$ cat src/inc/dpd_defs.svh
// Purpose: Constants for the dual channel power-down control block
// Assumes: 200 MHz system clock
// Notes:   Timing figures are kept in their own unit; cycle counts derive from them
`ifndef DPD_DEFS_SVH
`define DPD_DEFS_SVH

// ----------------------------------------
// Clock and timing
// ----------------------------------------
`define DPD_CLOCK_MHZ           200
`define DPD_IDLE_TIMEOUT_MS     60
`define DPD_IDLE_TIMEOUT_MIN_MS 50
`define DPD_IDLE_TIMEOUT_CYC    (`DPD_IDLE_TIMEOUT_MS * `DPD_CLOCK_MHZ * 1000)
`define DPD_IDLE_TIMER_W        24

// ----------------------------------------
// Synchroniser bit positions
// ----------------------------------------
`define DPD_SYN_PWM_A   0
`define DPD_SYN_PWM_B   1
`define DPD_SYN_PD_N    2
`define DPD_SYN_IDLE    3
`define DPD_SYN_REFERENCE_SOURCE_SELECT  4
`define DPD_SYN_W       5

// ----------------------------------------
// Pin levels and reset values
// ----------------------------------------
`define DPD_IDLE_SAMPLE_HOLD 1'b1
`define DPD_REF_EXTERNAL     1'b1
// Idle select presets to sample/hold so power-up stays down until the real pin level is seen
`define DPD_RST_SYNC         5'h0C
`define DPD_RST_FULL_PD      1'b1
`define DPD_RST_CHAN_HIZ     2'h3

`endif

$ cat src/inc/dpd_pkg.sv
// Purpose: Types shared by the power-down control block
// Assumes: dpd_defs.svh holds all numbers
// Notes:   Two channels, fixed by the device
package dpd_pkg;

  typedef enum logic [2:0] {
    DPD_CH_ACTIVE,
    DPD_CH_ZERO,
    DPD_CH_FULL,
    DPD_CH_HIZ,
    DPD_CH_HOLD
  } dpd_chan_mode_t;

  typedef struct packed {
    logic [4:0]            sync1;
    logic [4:0]            sync2;
    logic [1:0]            pwm_prev;
    logic                  full_pd;
    logic [1:0]            code_valid;
    dpd_chan_mode_t [1:0]  mode;
    logic [1:0]            chan_enable;
    logic [1:0]            chan_hiz;
    logic [1:0]            force_zero;
    logic [1:0]            force_full;
    logic [1:0]            code_update;
    logic                  int_ref_on;
    logic                  scale_pin_hiz;
    logic                  ext_ref_sel;
    logic                  bias_on;
  } dpd_ctrl_state_t;

endpackage

$ cat src/logic/dpd_idle_timer.sv
// Purpose: Per-channel idle timeout and rising-edge pair detector
// Assumes: rise is a one-cycle pulse from logic on the same clock
// Notes:   A pair of edges closer than the timeout yields one update pulse
`timescale 1ns/1ps
`include "dpd_defs.svh"

module dpd_idle_timer #(
  parameter int                         TIMER_W = `DPD_IDLE_TIMER_W,
  parameter logic [`DPD_IDLE_TIMER_W-1:0] LIMIT = `DPD_IDLE_TIMER_W'(`DPD_IDLE_TIMEOUT_CYC)
) (
  // Clock and reset
  input  wire logic  clock,
  input  wire logic  reset_n,
  // Events
  input  wire logic  rise,
  input  wire logic  clear,
  // Status
  output logic       expired_q,
  output logic       update_q
);

  typedef struct packed {
    logic [TIMER_W-1:0] count;
    logic               armed;
    logic               expired;
    logic               update;
  } dpd_timer_state_t;

  dpd_timer_state_t st_q;
  dpd_timer_state_t st_d;

  // ----------------------------------------
  // Next state
  // ----------------------------------------
  always_comb begin
    st_d        = st_q;
    st_d.update = 1'b0;
    if (clear) begin
      st_d.count   = '0;
      st_d.armed   = 1'b0;
      st_d.expired = 1'b0;
    end else if (rise) begin
      // An edge after expiry only re-arms: the pair was too far apart
      st_d.update  = st_q.armed && !st_q.expired;
      st_d.armed   = 1'b1;
      st_d.count   = '0;
      st_d.expired = 1'b0;
    end else if (!st_q.expired) begin
      if (st_q.count == LIMIT - TIMER_W'(1)) begin
        st_d.expired = 1'b1;
      end else begin
        st_d.count = st_q.count + TIMER_W'(1);
      end
    end
  end

  always_ff @(posedge clock or negedge reset_n) begin
    if (!reset_n) begin
      st_q <= '0;
    end else begin
      st_q <= st_d;
    end
  end

  assign expired_q = st_q.expired;
  assign update_q  = st_q.update;
endmodule

$ cat src/logic/dpd_power_ctrl.sv
// Purpose: Power state and reference mode control for two PWM driven output channels
// Assumes: All control pins are asynchronous and pass two flip-flops first
// Notes:   Outputs are registered copies of the state word
`timescale 1ns/1ps
`include "dpd_defs.svh"

module dpd_power_ctrl
  import dpd_pkg::*;
#(
  parameter logic [`DPD_IDLE_TIMER_W-1:0] IDLE_TIMEOUT_CYCLES = `DPD_IDLE_TIMER_W'(`DPD_IDLE_TIMEOUT_CYC)
) (
  // Clock and reset
  input  wire logic        clock,
  input  wire logic        reset_n,
  // Pins from the outside
  input  wire logic [1:0]  pwm_in,
  input  wire logic        power_down_n,
  input  wire logic        idle_behaviour_select,
  input  wire logic        reference_source_select,
  // Channel control
  output logic [1:0]       analog_output_channel_enable_q,
  output logic [1:0]       analog_output_channel_hiz_q,
  output logic [1:0]       analog_output_channel_zero_q,
  output logic [1:0]       analog_output_channel_full_q,
  output logic [1:0]       code_update_q,
  // Reference and bias control
  output logic             internal_reference_on_q,
  output logic             scale_pin_hiz_q,
  output logic             external_reference_sel_q,
  output logic             bias_on_q
);

  dpd_ctrl_state_t st_q;
  dpd_ctrl_state_t st_d;

  logic [1:0] expired;
  logic [1:0] update;
  logic [1:0] rise;
  logic       pd_active;
  logic       sample_hold;
  logic       ref_external;

  // ----------------------------------------
  // Decode helpers
  // ----------------------------------------
  function automatic logic is_down(input dpd_chan_mode_t m);
    is_down = (m == DPD_CH_HIZ);
  endfunction

  // ----------------------------------------
  // Synchronised pin views
  // ----------------------------------------
  // Only the second stage is read; the first stage feeds nothing else
  assign pd_active    = !st_q.sync2[`DPD_SYN_PD_N];
  assign sample_hold  = (st_q.sync2[`DPD_SYN_IDLE] == `DPD_IDLE_SAMPLE_HOLD);
  assign ref_external = (st_q.sync2[`DPD_SYN_REFERENCE_SOURCE_SELECT] == `DPD_REF_EXTERNAL);
  assign rise         = st_q.sync2[1:0] & ~st_q.pwm_prev;

  // ----------------------------------------
  // Per-channel idle timers
  // ----------------------------------------
  genvar g;
  generate
    for (g = 0; g < 2; g++) begin : g_chan
      dpd_idle_timer #(
        .TIMER_W (`DPD_IDLE_TIMER_W),
        .LIMIT   (IDLE_TIMEOUT_CYCLES)
      ) u_timer (
        .clock     (clock),
        .reset_n   (reset_n),
        .rise      (rise[g]),
        .clear     (pd_active),
        .expired_q (expired[g]),
        .update_q  (update[g])
      );
    end
  endgenerate

  // ----------------------------------------
  // Next state
  // ----------------------------------------
  always_comb begin
    st_d          = st_q;
    st_d.sync1    = {reference_source_select, idle_behaviour_select, power_down_n, pwm_in};
    st_d.sync2    = st_q.sync1;
    st_d.pwm_prev = st_q.sync2[1:0];

    // Full power-down latch; only sample/hold keeps it past the pin release
    if (pd_active) begin
      st_d.full_pd = sample_hold;
    end else if (!sample_hold) begin
      st_d.full_pd = 1'b0;
    end else if (|rise) begin
      st_d.full_pd = 1'b0;
    end

    for (int i = 0; i < 2; i++) begin
      if (pd_active) begin
        st_d.mode[i] = DPD_CH_HIZ;
      end else if (sample_hold) begin
        if (is_down(st_q.mode[i]) || st_q.full_pd) begin
          // Woken channel keeps high impedance until a real code exists
          st_d.mode[i] = update[i] ? DPD_CH_ACTIVE : DPD_CH_HIZ;
        end else if (expired[i] && !st_q.sync2[i]) begin
          st_d.mode[i] = DPD_CH_HIZ;
        end else if (expired[i]) begin
          st_d.mode[i] = DPD_CH_HOLD;
        end else begin
          st_d.mode[i] = DPD_CH_ACTIVE;
        end
      end else begin
        if (expired[i]) begin
          st_d.mode[i] = st_q.sync2[i] ? DPD_CH_FULL : DPD_CH_ZERO;
        end else if (!st_q.code_valid[i] && !update[i]) begin
          st_d.mode[i] = DPD_CH_ZERO;
        end else begin
          st_d.mode[i] = DPD_CH_ACTIVE;
        end
      end

      if (update[i] && !pd_active) begin
        st_d.code_valid[i] = 1'b1;
      end
      st_d.code_update[i] = update[i] && !pd_active;
      st_d.chan_enable[i] = !is_down(st_d.mode[i]);
      st_d.chan_hiz[i]    = is_down(st_d.mode[i]);
      st_d.force_zero[i]  = (st_d.mode[i] == DPD_CH_ZERO);
      st_d.force_full[i]  = (st_d.mode[i] == DPD_CH_FULL);
    end

    // Bias and reference follow the channel outcome of this same update
    st_d.bias_on       = !pd_active && !st_d.full_pd
                         && !(is_down(st_d.mode[0]) && is_down(st_d.mode[1]));
    st_d.int_ref_on    = st_d.bias_on && !ref_external;
    st_d.ext_ref_sel   = ref_external;
    st_d.scale_pin_hiz = !st_d.int_ref_on;
  end

  // ----------------------------------------
  // State register
  // ----------------------------------------
  always_ff @(posedge clock or negedge reset_n) begin
    if (!reset_n) begin
      st_q               <= '0;
      st_q.sync1         <= `DPD_RST_SYNC;
      st_q.sync2         <= `DPD_RST_SYNC;
      st_q.full_pd       <= `DPD_RST_FULL_PD;
      st_q.mode          <= '{DPD_CH_HIZ, DPD_CH_HIZ};
      st_q.chan_hiz      <= `DPD_RST_CHAN_HIZ;
      st_q.scale_pin_hiz <= 1'b1;
    end else begin
      st_q <= st_d;
    end
  end

  // ----------------------------------------
  // Outputs
  // ----------------------------------------
  assign analog_output_channel_enable_q = st_q.chan_enable;
  assign analog_output_channel_hiz_q    = st_q.chan_hiz;
  assign analog_output_channel_zero_q   = st_q.force_zero;
  assign analog_output_channel_full_q   = st_q.force_full;
  assign code_update_q                  = st_q.code_update;
  assign internal_reference_on_q        = st_q.int_ref_on;
  assign scale_pin_hiz_q                = st_q.scale_pin_hiz;
  assign external_reference_sel_q       = st_q.ext_ref_sel;
  assign bias_on_q                      = st_q.bias_on;
endmodule

$ cat config.mk
export PLATFORM = sky130hd
export DESIGN_NAME = dpd_power_ctrl
export DESIGN_NICKNAME = d
export VERILOG_FILES = /design/src/inc/dpd_pkg.sv /design/src/logic/dpd_idle_timer.sv /design/src/logic/dpd_power_ctrl.sv
export VERILOG_INCLUDE_DIRS = /design/src /design/src/inc
export SDC_FILE = /design/constraint.sdc
export NUM_CORES = 1
export LEC_CHECK = 0
export BUFFER_PORTS_ARGS = -buffer_cell sky130_fd_sc_hd__buf_2
export CAP_MARGIN = 20
export CORE_MARGIN = 3
export CORE_UTILIZATION = 52
export CTS_CLUSTER_DIAMETER = 80
export DETAILED_ROUTE_END_ITERATION = 8
export HOLD_SLACK_MARGIN = 0.08
export PLACE_DENSITY = 0.73
export SYNTH_ARGS = -nofsm -noshare
export SYNTH_HDL_FRONTEND = slang
export SYNTH_SLANG_ARGS = --single-unit
$ cat constraint.sdc
create_clock -name clock -period 1.8 [get_ports clock]
set_clock_uncertainty 0.05 [all_clocks]
set_input_delay 0.36 -clock clock [delete_from_list [all_inputs] [get_ports clock]]
set_output_delay 0.36 -clock clock [all_outputs]
set_load 0.01 [all_outputs]
* After elaboration in Yosys (flattened, before gate mapping) *
Index checks and enable logic that the tools add are counted.

storage, ports and cells
  register bits after elaboration = 89
  bits in latches = 0
  memory bits (writable) = 0
  bits in read-only memories = 0
  output and inout port bits = 14
  memories kept = 0

operators by class
  add/sub/neg operators = 2
  multiply operators = 0
  divide/modulo/power cells = 0
  magnitude comparators = 0
  equal/unequal tests = 16
  shift operators = 0
  mux-type cells = 41
  bitwise logic cells = 2
  reductions and logical operators = 31

operator list
  kind                                                                   number
  24-bit 2-to-1 mux                                                      6
  26-bit 2-to-1 mux                                                      2
  24-bit by 1-bit adder with 24-bit output, second input constant        2
  24-bit equality test, second input constant                            2
  3-bit 2-to-1 mux                                                       10
  3-bit by 2-bit equality test with 1-bit output, second input constant  6
  1-bit 2-to-1 mux                                                       17
  1-bit zero test                                                        14
  1-bit logical AND                                                      12
  2-bit 2-to-1 mux                                                       6
  3-bit != test, second input constant                                   4
  3-bit by 1-bit equality test with 1-bit output, second input constant  2
  2-bit by 1-bit != test with 1-bit output, second input constant        2
  2-bit AND reduction                                                    2
  2-bit bitwise AND                                                      1
  1-bit logical OR                                                       2
  2-bit inverter                                                         1
  2-bit OR reduction                                                     1

* Logic depth before layout (Yosys ltp) *
Gate-level depths: netlist of run 1.

  word-level depth = 12
  depth in mapped cells = 7
  depth with buffers taken out = 6

* Hierarchy *
Synthesis of run 1 repeated with hierarchy kept, for this count alone.

second synthesis, totals
  cells, all modules = 399
  area, all modules = 4160.2 µm²

modules (own cells, without submodules)
  module          instances  cells each  area each (µm²)
  dpd_idle_timer  2          149         1426.4
  dpd_power_ctrl  1          101         1307.5

* Worst setup path after synthesis of run 1 *
OpenSTA, ideal clock, no wires.

  kind = reg-to-reg
  from = register g_chan[1].u_timer.st_q[17] in the netlist's numbering
  to = register g_chan[1].u_timer.st_q[15] in the netlist's numbering
  setup time = 132 ps
  data arrival time = 1774 ps
  required time = 1618 ps
  slack = -156 ps
  cell stages (with the launch flop) = 6
  path buffers = 0
  period minus slack after synthesis = 1956 ps
  cells stage by stage = dfrtp_1 or4b_4 nor4_4 a2111oi_0 xnor2_1 nor2_1

between the ends
  longest elaborated chain between the ends = 3

ends and longest elaborated chain
  element                               RTL line              text
  from (decl)                           dpd_idle_timer.sv:29  dpd_timer_state_t st_q;
  from (signal assigned)                dpd_idle_timer.sv:61  st_q <= st_d;
  24-bit equality test                  dpd_idle_timer.sv:49  if (st_q.count == LIMIT - TIMER_W'(1)) begin
  3-bit != test (no source line)        --
  2-bit AND reduction (no source line)  --

No other way between the ends.
A chain may end at the register's enable or synchronous reset.

* Worst setup path after layout of run 1 *
  from = register g_chan[0].u_timer.st_q[17] in the netlist's numbering
  to = register g_chan[0].u_timer.st_q[10] in the netlist's numbering

between the ends
  longest elaborated chain between the ends = 3

ends and longest elaborated chain
  element                               RTL line
  from (decl)                           dpd_idle_timer.sv:29
  from (signal assigned)                dpd_idle_timer.sv:61
  24-bit equality test                  dpd_idle_timer.sv:49
  3-bit != test (no source line)        --
  2-bit AND reduction (no source line)  --

No other way between the ends.

==> results of run 1 <==
==> synth_stat cells, types with 4 or more instances <==
| cell type | n |
|---|---|
| sky130_fd_sc_hd__buf_4 | 10 |
| sky130_fd_sc_hd__nor3_1 | 12 |
| sky130_fd_sc_hd__dfstp_2 | 12 |
| sky130_fd_sc_hd__or4_1 | 4 |
| sky130_fd_sc_hd__inv_1 | 14 |
| sky130_fd_sc_hd__nor2_1 | 49 |
| sky130_fd_sc_hd__or2_2 | 7 |
| sky130_fd_sc_hd__or3_1 | 6 |
| sky130_fd_sc_hd__xnor2_1 | 22 |
| sky130_fd_sc_hd__a21oi_1 | 15 |
| sky130_fd_sc_hd__nand4_1 | 14 |
| sky130_fd_sc_hd__a211oi_1 | 8 |
| sky130_fd_sc_hd__and3_1 | 8 |
| sky130_fd_sc_hd__nand3_1 | 18 |
| sky130_fd_sc_hd__xor2_1 | 13 |
| sky130_fd_sc_hd__dfrtp_1 | 77 |
| sky130_fd_sc_hd__o21ai_0 | 8 |
| sky130_fd_sc_hd__nor4_1 | 4 |
| sky130_fd_sc_hd__clkbuf_1 | 12 |
| sky130_fd_sc_hd__and2_1 | 8 |
| sky130_fd_sc_hd__nand2_1 | 25 |
==> flip-flops by register name, indices dropped and copies added, names as in the netlist <==
name and cells:
analog_output_channel_hiz_q 2, analog_output_channel_full_q 2, code_update_q 2, internal_reference_on_q 1
scale_pin_hiz_q 1, g_chan.u_timer.st_q 50, st_q 12, bias_on_q 1
g_chan.u_timer.expired_q 2, analog_output_channel_enable_q 2, analog_output_channel_zero_q 2, external_reference_sel_q 1
ref_external 1, st_d 7, sample_hold 1, g_chan.u_timer.update_q 2
==> worst register-to-register path: stages, from the launching register on <==
cell	delay (ns)
sky130_fd_sc_hd__dfrtp_1	0.41
sky130_fd_sc_hd__or4bb_4	0.56
sky130_fd_sc_hd__nor3_4	0.29
sky130_fd_sc_hd__and2_4	0.28
sky130_fd_sc_hd__o31ai_2	0.10
sky130_fd_sc_hd__a21oi_2	0.15
==> layer usage <==
layer	vias to the layer above	routed length, um	global-route usage, %
met4	0	151	9.03
met1	1586	3860	26.0
met2	53	4510	33.6
li1	1501	-	-
met5	-	0	0
met3	11	198	3.04
==> what timing repair did <==
action | 4_1_cts | 5_1_grt
buffers inserted | 3 | 5
resized for setup | 17 | 36
hold buffers | 6 | 0
hold endpoints to repair | 28 | 0
cloned | 0 | 1
pin swaps | 11 | 28
setup endpoints to repair | 21 | 40
==> where the power goes <==
group,internal [mW],leakage [nW],switching (mW)
clock,0.525,0.0894,0.756
combinational,0.122,1.10,0.151
sequential,2.07,1.16,0.0292
total,2.72,2.35,0.936
==> logic make-up (layout without fill, tap and decap cells) <==
logic type / Yosys count / count (layout) / synth area share [%]
AOI/OAI and AO/OA: 46 / 46 / 7.49
adders and majority gates: 2 / 2 / 0.619
buffers and inverters: 37 / 126 / 4.39
xor gates and xnor gates: 35 / 35 / 7.58
and+or+nand+nor: 175 / 175 / 23.7
muxes: 3 / 3 / 0.774
DFF: 89 / 89 / 55.5
==> worst max path at each step <==
stage	endpoint	from	cells past startpoint	slack, ns
global placement	g_chan[1].u_timer.st_q[5]$_DFFE_PN0P_	g_chan[1].u_timer.st_q[18]$_DFFE_PN0P_	5	-0.07
detailed placement	g_chan[1].u_timer.st_q[5]$_DFFE_PN0P_	g_chan[1].u_timer.st_q[18]$_DFFE_PN0P_	5	-0.13
finish	g_chan[0].u_timer.st_q[10]$_DFFE_PN0P_	g_chan[0].u_timer.st_q[17]$_DFFE_PN0P_	5	-0.11
CTS	g_chan[1].u_timer.st_q[9]$_DFFE_PN0P_	g_chan[1].u_timer.st_q[11]$_DFFE_PN0P_	6	-0.10
floorplan	g_chan[1].u_timer.st_q[15]$_DFFE_PN0P_	g_chan[1].u_timer.st_q[18]$_DFFE_PN0P_	5	-0.14
global route	g_chan[1].u_timer.st_q[8]$_DFFE_PN0P_	g_chan[1].u_timer.st_q[11]$_DFFE_PN0P_	6	-0.20
==> area by class of cell <==
| type | instances | area [sq um] |
|---|---|---|
| Fill cell | 513 | 2190 |
| Sequential cell | 89 | 2240 |
| Inverter | 14 | 52.6 |
| Clock buffer | 9 | 124 |
| Multi-Input combinational cell | 261 | 1860 |
| Tap cell | 99 | 124 |
| Timing Repair Buffer | 96 | 751 |
| Clock inverter | 7 | 62.6 |
==> tab_implementation.tex, run 1 <==
\begin{tabular}{lr}
\hline
Metric & Value \\
\hline
\multicolumn{2}{l}{\textbf{Placed design}} \\
Worst slack at placement & -0.132 ns \\
Post-placement cell count & 544 \\
Detailed-placement wirelength estimate & 5600 um \\
IO buf count & 20 \\
Cell area after placement & 0.00464 sq mm \\
Final weighted congestion of routability-driven global placement & 0.880 \\
\multicolumn{2}{l}{\textbf{Timing}} \\
Setup violation total in the final timing report & 20 \\
Highest clock rate & 524 MHz \\
Final Max Tran Viols & 0 \\
Transition time of the tightest slew-check pin & 0.494 ns \\
Min cycle time layout & 1.91 ns \\
Worst hold margin & 0.309 ns \\
Hold Fails Final Rpt & 0 \\
Final setup TNS & -1.37 ns \\
Unrepaired setup endpoints after global routing & true \\
Share of the cycle needed by the critical path after routing & 106\% \\
Setup WS post-layout & -0.110 ns \\
Normalized max-slew margin & 67.0\% \\
\multicolumn{2}{l}{\textbf{Detailed routing}} \\
First drt pass iteration count & 6 \\
Via density per instance & 5.48 \\
Total number of vias & 3151 \\
Number of DRC violations after detailed routing & 0 \\
Drt total wl & 8720 um \\
Avg WL per Cell & 15.2 um \\
Post-DRT Antenna Nets & 0 \\
DRC marker count from the first detailed-route iteration & 138 \\
\multicolumn{2}{l}{\textbf{Setup path}} \\
CP endpoint kind & register \\
Critical R2R Launch & g\_chan[0].u\_timer.st\_q[17]\$\_DFFE\_PN0P\_ \\
Critical path buffer and inverter count & 0 \\
Internal reg-to-reg setup slack & -0.11 ns \\
Cell chain of the critical path & or4bb\_4, nor3\_4, and2\_4, o31ai\_2, a21oi\_2 \\
Kind of start point of the critical path & register \\
Required time at the endpoint of the critical path & 2.04 ns \\
Endpoint arrival time on the critical path & 2.15 ns \\
Startpoint-to-endpoint class of the critical path & reg2reg \\
R2r endpoint & g\_chan[0].u\_timer.st\_q[10]\$\_DFFE\_PN0P\_ \\
Slowest cell on the critical path & sky130\_fd\_sc\_hd\_\_or4bb\_4 \\
Crit-path max cell delay & 0.56 ns \\
Worst reg2reg path depth & 5 \\
Largest fanout on the critical path & 7 \\
Cell class contributing the biggest share of worst-path delay & simple AND/OR/NAND/NOR gates \\
\multicolumn{2}{l}{\textbf{Finish}} \\
Cell area after layout & 0.00521 sq mm \\
Fraction of layout cells with a size suffix above 1 & 36.3\% \\
Most frequent cells in the layout & sky130\_fd\_sc\_hd\_\_dfrtp\_1 (76), sky130\_fd\_sc\_hd\_\_buf\_4 (65), sky130\_fd\_sc\_hd\_\_nor2\_1 (48) \\
Synthesis-to-finish area growth & 29.0\% \\
Antenna Cells & 0 \\
Non-filler cells, final & 575 \\
Most frequent standard cell in the layout excluding fill and tap cells & sky130\_fd\_sc\_hd\_\_dfrtp\_1 \\
Final layout net count & 480 \\
Final core utilization & 70.4\% \\
\multicolumn{2}{l}{\textbf{Clock tree}} \\
Buffer levels on the longest clock path & 2 \\
CTS tree & yes \\
Sink count of the clock tree & 89 \\
CTS clock-pin slew for the worst setup and hold paths & 0.10 ns \\
Insertion delay to the later sink of the worst-skew pair & 0.36 ns \\
Maximum level of the CTS H-tree & 3 \\
TritonCTS buffer count & 9 \\
Cell at the root of the clock tree & sky130\_fd\_sc\_hd\_\_clkbuf\_8 \\
\multicolumn{2}{l}{\textbf{Run status}} \\
Violations in the final reports & setup timing \\
Outcome & finished with violations \\
\multicolumn{2}{l}{\textbf{Synth}} \\
Number of warnings issued by yosys & 0 \\
\#FFs+latches synth & 89 \\
Average size of a mapped cell & 10.4 sq um \\
Fraction of synthesis flops using an asynchronous set or reset pin & 100\% \\
Fraction of post-synthesis cell area in the top cell type by area & 47.7\% \\
Number of enable-type register cells in the synthesized netlist & 0 \\
Number of nets in the synthesized netlist & 396 \\
Cell variety after synth & 50 \\
Sequential area share after synthesis & 55.5\% \\
Leading cell types by total area after synthesis & sky130\_fd\_sc\_hd\_\_dfrtp\_1 (48\%), sky130\_fd\_sc\_hd\_\_dfstp\_2 (7.8\%), sky130\_fd\_sc\_hd\_\_xnor2\_1 (4.8\%) \\
Top flip-flop cell by instance count after synthesis & sky130\_fd\_sc\_hd\_\_dfrtp\_1 \\
Count of mapped cells out of synthesis & 387 \\
Netlist area before placement & 0.00404 sq mm \\
Synth area leader & sky130\_fd\_sc\_hd\_\_dfrtp\_1 \\
\multicolumn{2}{l}{\textbf{Power and ir drop}} \\
Worst-case vdd ir drop & 0.404 mV \\
Static Leakage & 2.35 nW \\
Pwr Density & 701 mW/mm\^{}2 \\
Final Total Pwr & 3.66 mW \\
\multicolumn{2}{l}{\textbf{Floorplanning}} \\
Initial standard-cell utilization of the core & 54.6\% \\
Num ports & 21 \\
Die height & 94.2 um \\
Number of placement rows & 31 \\
Die Footprint & 0.00887 sq mm \\
Core box area & 0.00741 sq mm \\
Die Span X & 94.2 um \\
\multicolumn{2}{l}{\textbf{Min path}} \\
Endpoint of the worst hold-timing path & st\_d[23]\$\_DFF\_PN0\_ \\
Number of cells on the worst hold path & 0 \\
Launch instance of the worst min-delay path & st\_d[25]\$\_DFF\_PN0\_ \\
Class of the tightest hold or removal check & reg2reg \\
\multicolumn{2}{l}{\textbf{Global route}} \\
Vias in the first global route & 3116 \\
Initial antenna violation count & 0 \\
Largest net degree at the start of global routing & 32 \\
Global Route Usage Sum & 20.2\% \\
Global-route congestion overflow total & 0 \\
Global-route wire length before repair & 14200 um \\
\multicolumn{2}{l}{\textbf{Run}} \\
Total of max-cap violations & 0 \\
\hline
\end{tabular}
(Power assumes the default switching activity.)
==> run 2: changes to the inputs <==
- GPL_TIMING_DRIVEN: unset -> 0
==> run 2 against run 1 <==
The run still ends with setup timing left; combinational power decreased by 2%; via count decreased by 0.70%; maximum frequency decreased by 4.6%; first-iteration DRC count increased by 56%; utilization decreased by 0.34 points; cell count decreased by 1.6%; sequential power about the same; largest power group unchanged.
==> tab_implementation.tex, run 2 (same netlist as run 1, synthesis figures left out) <==
\begin{tabular}{lr}
\hline
Metric & Value \\
\hline
\multicolumn{2}{l}{\textbf{Run status}} \\
Outcome & finished with violations (unchanged) \\
Violations in the final reports & setup timing (unchanged) \\
\multicolumn{2}{l}{\textbf{Finish}} \\
Most frequent standard cell in the layout excluding fill and tap cells & sky130\_fd\_sc\_hd\_\_dfrtp\_1 (unchanged) \\
Most flops, register & g\_chan.u\_timer.st\_q (unchanged) \\
Area used by multi-input combinational logic & 0.00192 sq mm (was 0.00186 sq mm) \\
Most frequent cells in the layout & sky130\_fd\_sc\_hd\_\_dfrtp\_1 (75), sky130\_fd\_sc\_hd\_\_nor2\_1 (47), sky130\_fd\_sc\_hd\_\_buf\_4 (46) (was sky130\_fd\_sc\_hd\_\_dfrtp\_1 (76), sky130\_fd\_sc\_hd\_\_buf\_4 (65), sky130\_fd\_sc\_hd\_\_nor2\_1 (48)) \\
Final core utilization & 70.0\% (was 70.4\%) \\
Number of flip-flops under the largest register name & 50 (unchanged) \\
Synthesis-to-finish area growth & 28.4\% (was 29.0\%) \\
Antenna Cells & 0 (unchanged) \\
Final-layout fill cell count & 517 (was 513) \\
Fraction of layout cells with a size suffix above 1 & 35.5\% (was 36.3\%) \\
Footprint of the flip-flops and latches & 0.00224 sq mm (about the same) \\
Final layout net count & 471 (was 480) \\
Cell area after layout & 0.00519 sq mm (was 0.00521 sq mm) \\
\multicolumn{2}{l}{\textbf{Timing}} \\
Share of the cycle needed by the critical path after routing & 111\% (was 106\%) \\
Setup violation total in the final timing report & 27 (was 20) \\
Hold Fails Final Rpt & 0 (unchanged) \\
Normalized max-slew margin & 64.5\% (was 67.0\%) \\
Unrepaired setup endpoints after global routing & true (unchanged) \\
Worst hold margin & 0.305 ns (was 0.309 ns) \\
Setup WS post-layout & -0.202 ns (was -0.110 ns) \\
Transition time of the tightest slew-check pin & 0.533 ns (was 0.494 ns) \\
Highest clock rate & 500 MHz (was 524 MHz) \\
Min cycle time layout & 2.00 ns (was 1.91 ns) \\
Final Max Tran Viols & 0 (unchanged) \\
\multicolumn{2}{l}{\textbf{Run}} \\
Total of max-cap violations & 0 (unchanged) \\
\multicolumn{2}{l}{\textbf{Global route}} \\
Global-route wire length before repair & 14100 um (was 14200 um) \\
Largest net degree at the start of global routing & 59 (was 32) \\
Initial antenna violation count & 0 (unchanged) \\
Vias in the first global route & 2964 (was 3116) \\
Global-route congestion overflow total & 0 (unchanged) \\
Global Route Usage Sum & 20.2\% (about the same) \\
\multicolumn{2}{l}{\textbf{Placed design}} \\
Cell area after placement & 0.00432 sq mm (was 0.00464 sq mm) \\
Worst slack at placement & -0.352 ns (was -0.132 ns) \\
Final weighted congestion of routability-driven global placement & 0.844 (was 0.880) \\
Detailed-placement wirelength estimate & 4960 um (was 5600 um) \\
IO buf count & 20 (unchanged) \\
\multicolumn{2}{l}{\textbf{Floorplanning}} \\
Die Span X & 94.2 um (unchanged) \\
Num ports & 21 (unchanged) \\
Number of placement rows & 31 (unchanged) \\
Core box area & 0.00741 sq mm (unchanged) \\
Die Footprint & 0.00887 sq mm (unchanged) \\
Initial standard-cell utilization of the core & 54.6\% (unchanged) \\
Die height & 94.2 um (unchanged) \\
\multicolumn{2}{l}{\textbf{Setup path}} \\
Internal reg-to-reg setup slack & -0.20 ns (was -0.11 ns) \\
Startpoint-to-endpoint class of the critical path & reg2reg (unchanged) \\
Largest fanout on the critical path & 5 (was 7) \\
CP endpoint kind & register (unchanged) \\
Kind of start point of the critical path & register (unchanged) \\
Required time at the endpoint of the critical path & 1.97 ns (was 2.04 ns) \\
Endpoint arrival time on the critical path & 2.18 ns (was 2.15 ns) \\
\multicolumn{2}{l}{\textbf{Clock tree}} \\
Buffer levels on the longest clock path & 2 (unchanged) \\
Maximum level of the CTS H-tree & 3 (unchanged) \\
TritonCTS buffer count & 9 (unchanged) \\
CTS tree & yes (unchanged) \\
Sink count of the clock tree & 89 (unchanged) \\
Insertion delay to the later sink of the worst-skew pair & 0.37 ns (was 0.36 ns) \\
Cell at the root of the clock tree & sky130\_fd\_sc\_hd\_\_clkbuf\_8 (unchanged) \\
CTS clock-pin slew for the worst setup and hold paths & 0.09 ns (was 0.10 ns) \\
\multicolumn{2}{l}{\textbf{Detailed routing}} \\
Drt total wl & 9090 um (was 8720 um) \\
DRC marker count from the first detailed-route iteration & 215 (was 138) \\
First drt pass iteration count & 5 (was 6) \\
Total number of vias & 3129 (was 3151) \\
Number of DRC violations after detailed routing & 0 (unchanged) \\
Post-DRT Antenna Nets & 0 (unchanged) \\
Via density per instance & 5.53 (was 5.48) \\
Avg WL per Cell & 16.1 um (was 15.2 um) \\
\multicolumn{2}{l}{\textbf{Power and ir drop}} \\
Worst-case vdd ir drop & 0.529 mV (was 0.404 mV) \\
Pwr Density & 730 mW/mm\^{}2 (was 701 mW/mm\^{}2) \\
Final Total Pwr & 3.79 mW (was 3.66 mW) \\
Static Leakage & 2.28 nW (was 2.35 nW) \\
\multicolumn{2}{l}{\textbf{Min path}} \\
Class of the tightest hold or removal check & reg2reg (unchanged) \\
\hline
\end{tabular}
[run 2: where the power goes]
group	leakage, nW	switching [mW]	internal [mW]	total, mW
Sequential	1.16	0.0325	2.07	2.11
Clock	0.102	0.751	0.662	1.41
Combinational	1.02	0.150	0.117	0.267
[run 2: final cells by class]
class / instances / area share (%)
Sequential cell: 89 / 43.3
Clock inverter: 6 / 1.42
Inverter: 14 / 1.01
Clock buffer: 10 / 2.46
Timing Repair Buffer: 66 / 9.77
Multi-Input combinational cell: 262 / 37.0
Buffer: 20 / 2.70
Tap cell: 99 / 2.39
[run 2: critical path, stage by stage, from the launching register on]
cell and delay [ns]:
sky130_fd_sc_hd__dfrtp_1 0.42, sky130_fd_sc_hd__or4b_4 0.54, sky130_fd_sc_hd__nor4_4 0.33, sky130_fd_sc_hd__buf_6 0.19, sky130_fd_sc_hd__a211oi_1 0.09, sky130_fd_sc_hd__xnor2_1 0.17, sky130_fd_sc_hd__nor2_1 0.07
[run 2: metrics by stage]
stage                     setup TNS, ns  instances
after floorplan                   -1.19        387
after global placement           -36.40        506
after detailed placement          -6.88        507
after CTS                         -1.63        548
after global routing              -5.71        566
final                             -3.12        566
[run 2: layer usage]
metal  wire length [um]  global-route usage, %  share of wire, %  vias up
met5                  0                      0                 0        -
met1               3920                   26.8                43     1541
li1                   -                      -                 -     1486
met3                264                   4.17               2.9       24
met4                302                   7.46               3.3        0
met2               4610                   32.6                51       78
[run 2: final timing paths]
check | from | end | depth (start not counted)
worst max-delay path | g_chan[1].u_timer.st_q[17]$_DFFE_PN0P_ | g_chan[1].u_timer.st_q[11]$_DFFE_PN0P_ | 6
worst min-delay path | st_d[26]$_DFF_PN0_ | st_d[24]$_DFF_PN0_ | 0
min in group asynchronous | reset_n | bias_on_q$_DFF_PN0_ | 2
max in group asynchronous | reset_n | sample_hold$_DFF_PN1_ | 3
worst min register to register | st_d[26]$_DFF_PN0_ | st_d[24]$_DFF_PN0_ | 0
worst max register to register | g_chan[1].u_timer.st_q[17]$_DFFE_PN0P_ | g_chan[1].u_timer.st_q[11]$_DFFE_PN0P_ | 6
[run 2: what timing repair did]
| item | 4_1_cts | 5_1_grt |
|---|---|---|
| pin swaps | 18 | 38 |
| resized for setup | 30 | 48 |
| setup endpoints to repair | 40 | 45 |
| setup buffers | 20 | 18 |
| hold buffers | 6 | 0 |
| gates cloned | 1 | 1 |
| hold endpoints to repair | 33 | 0 |
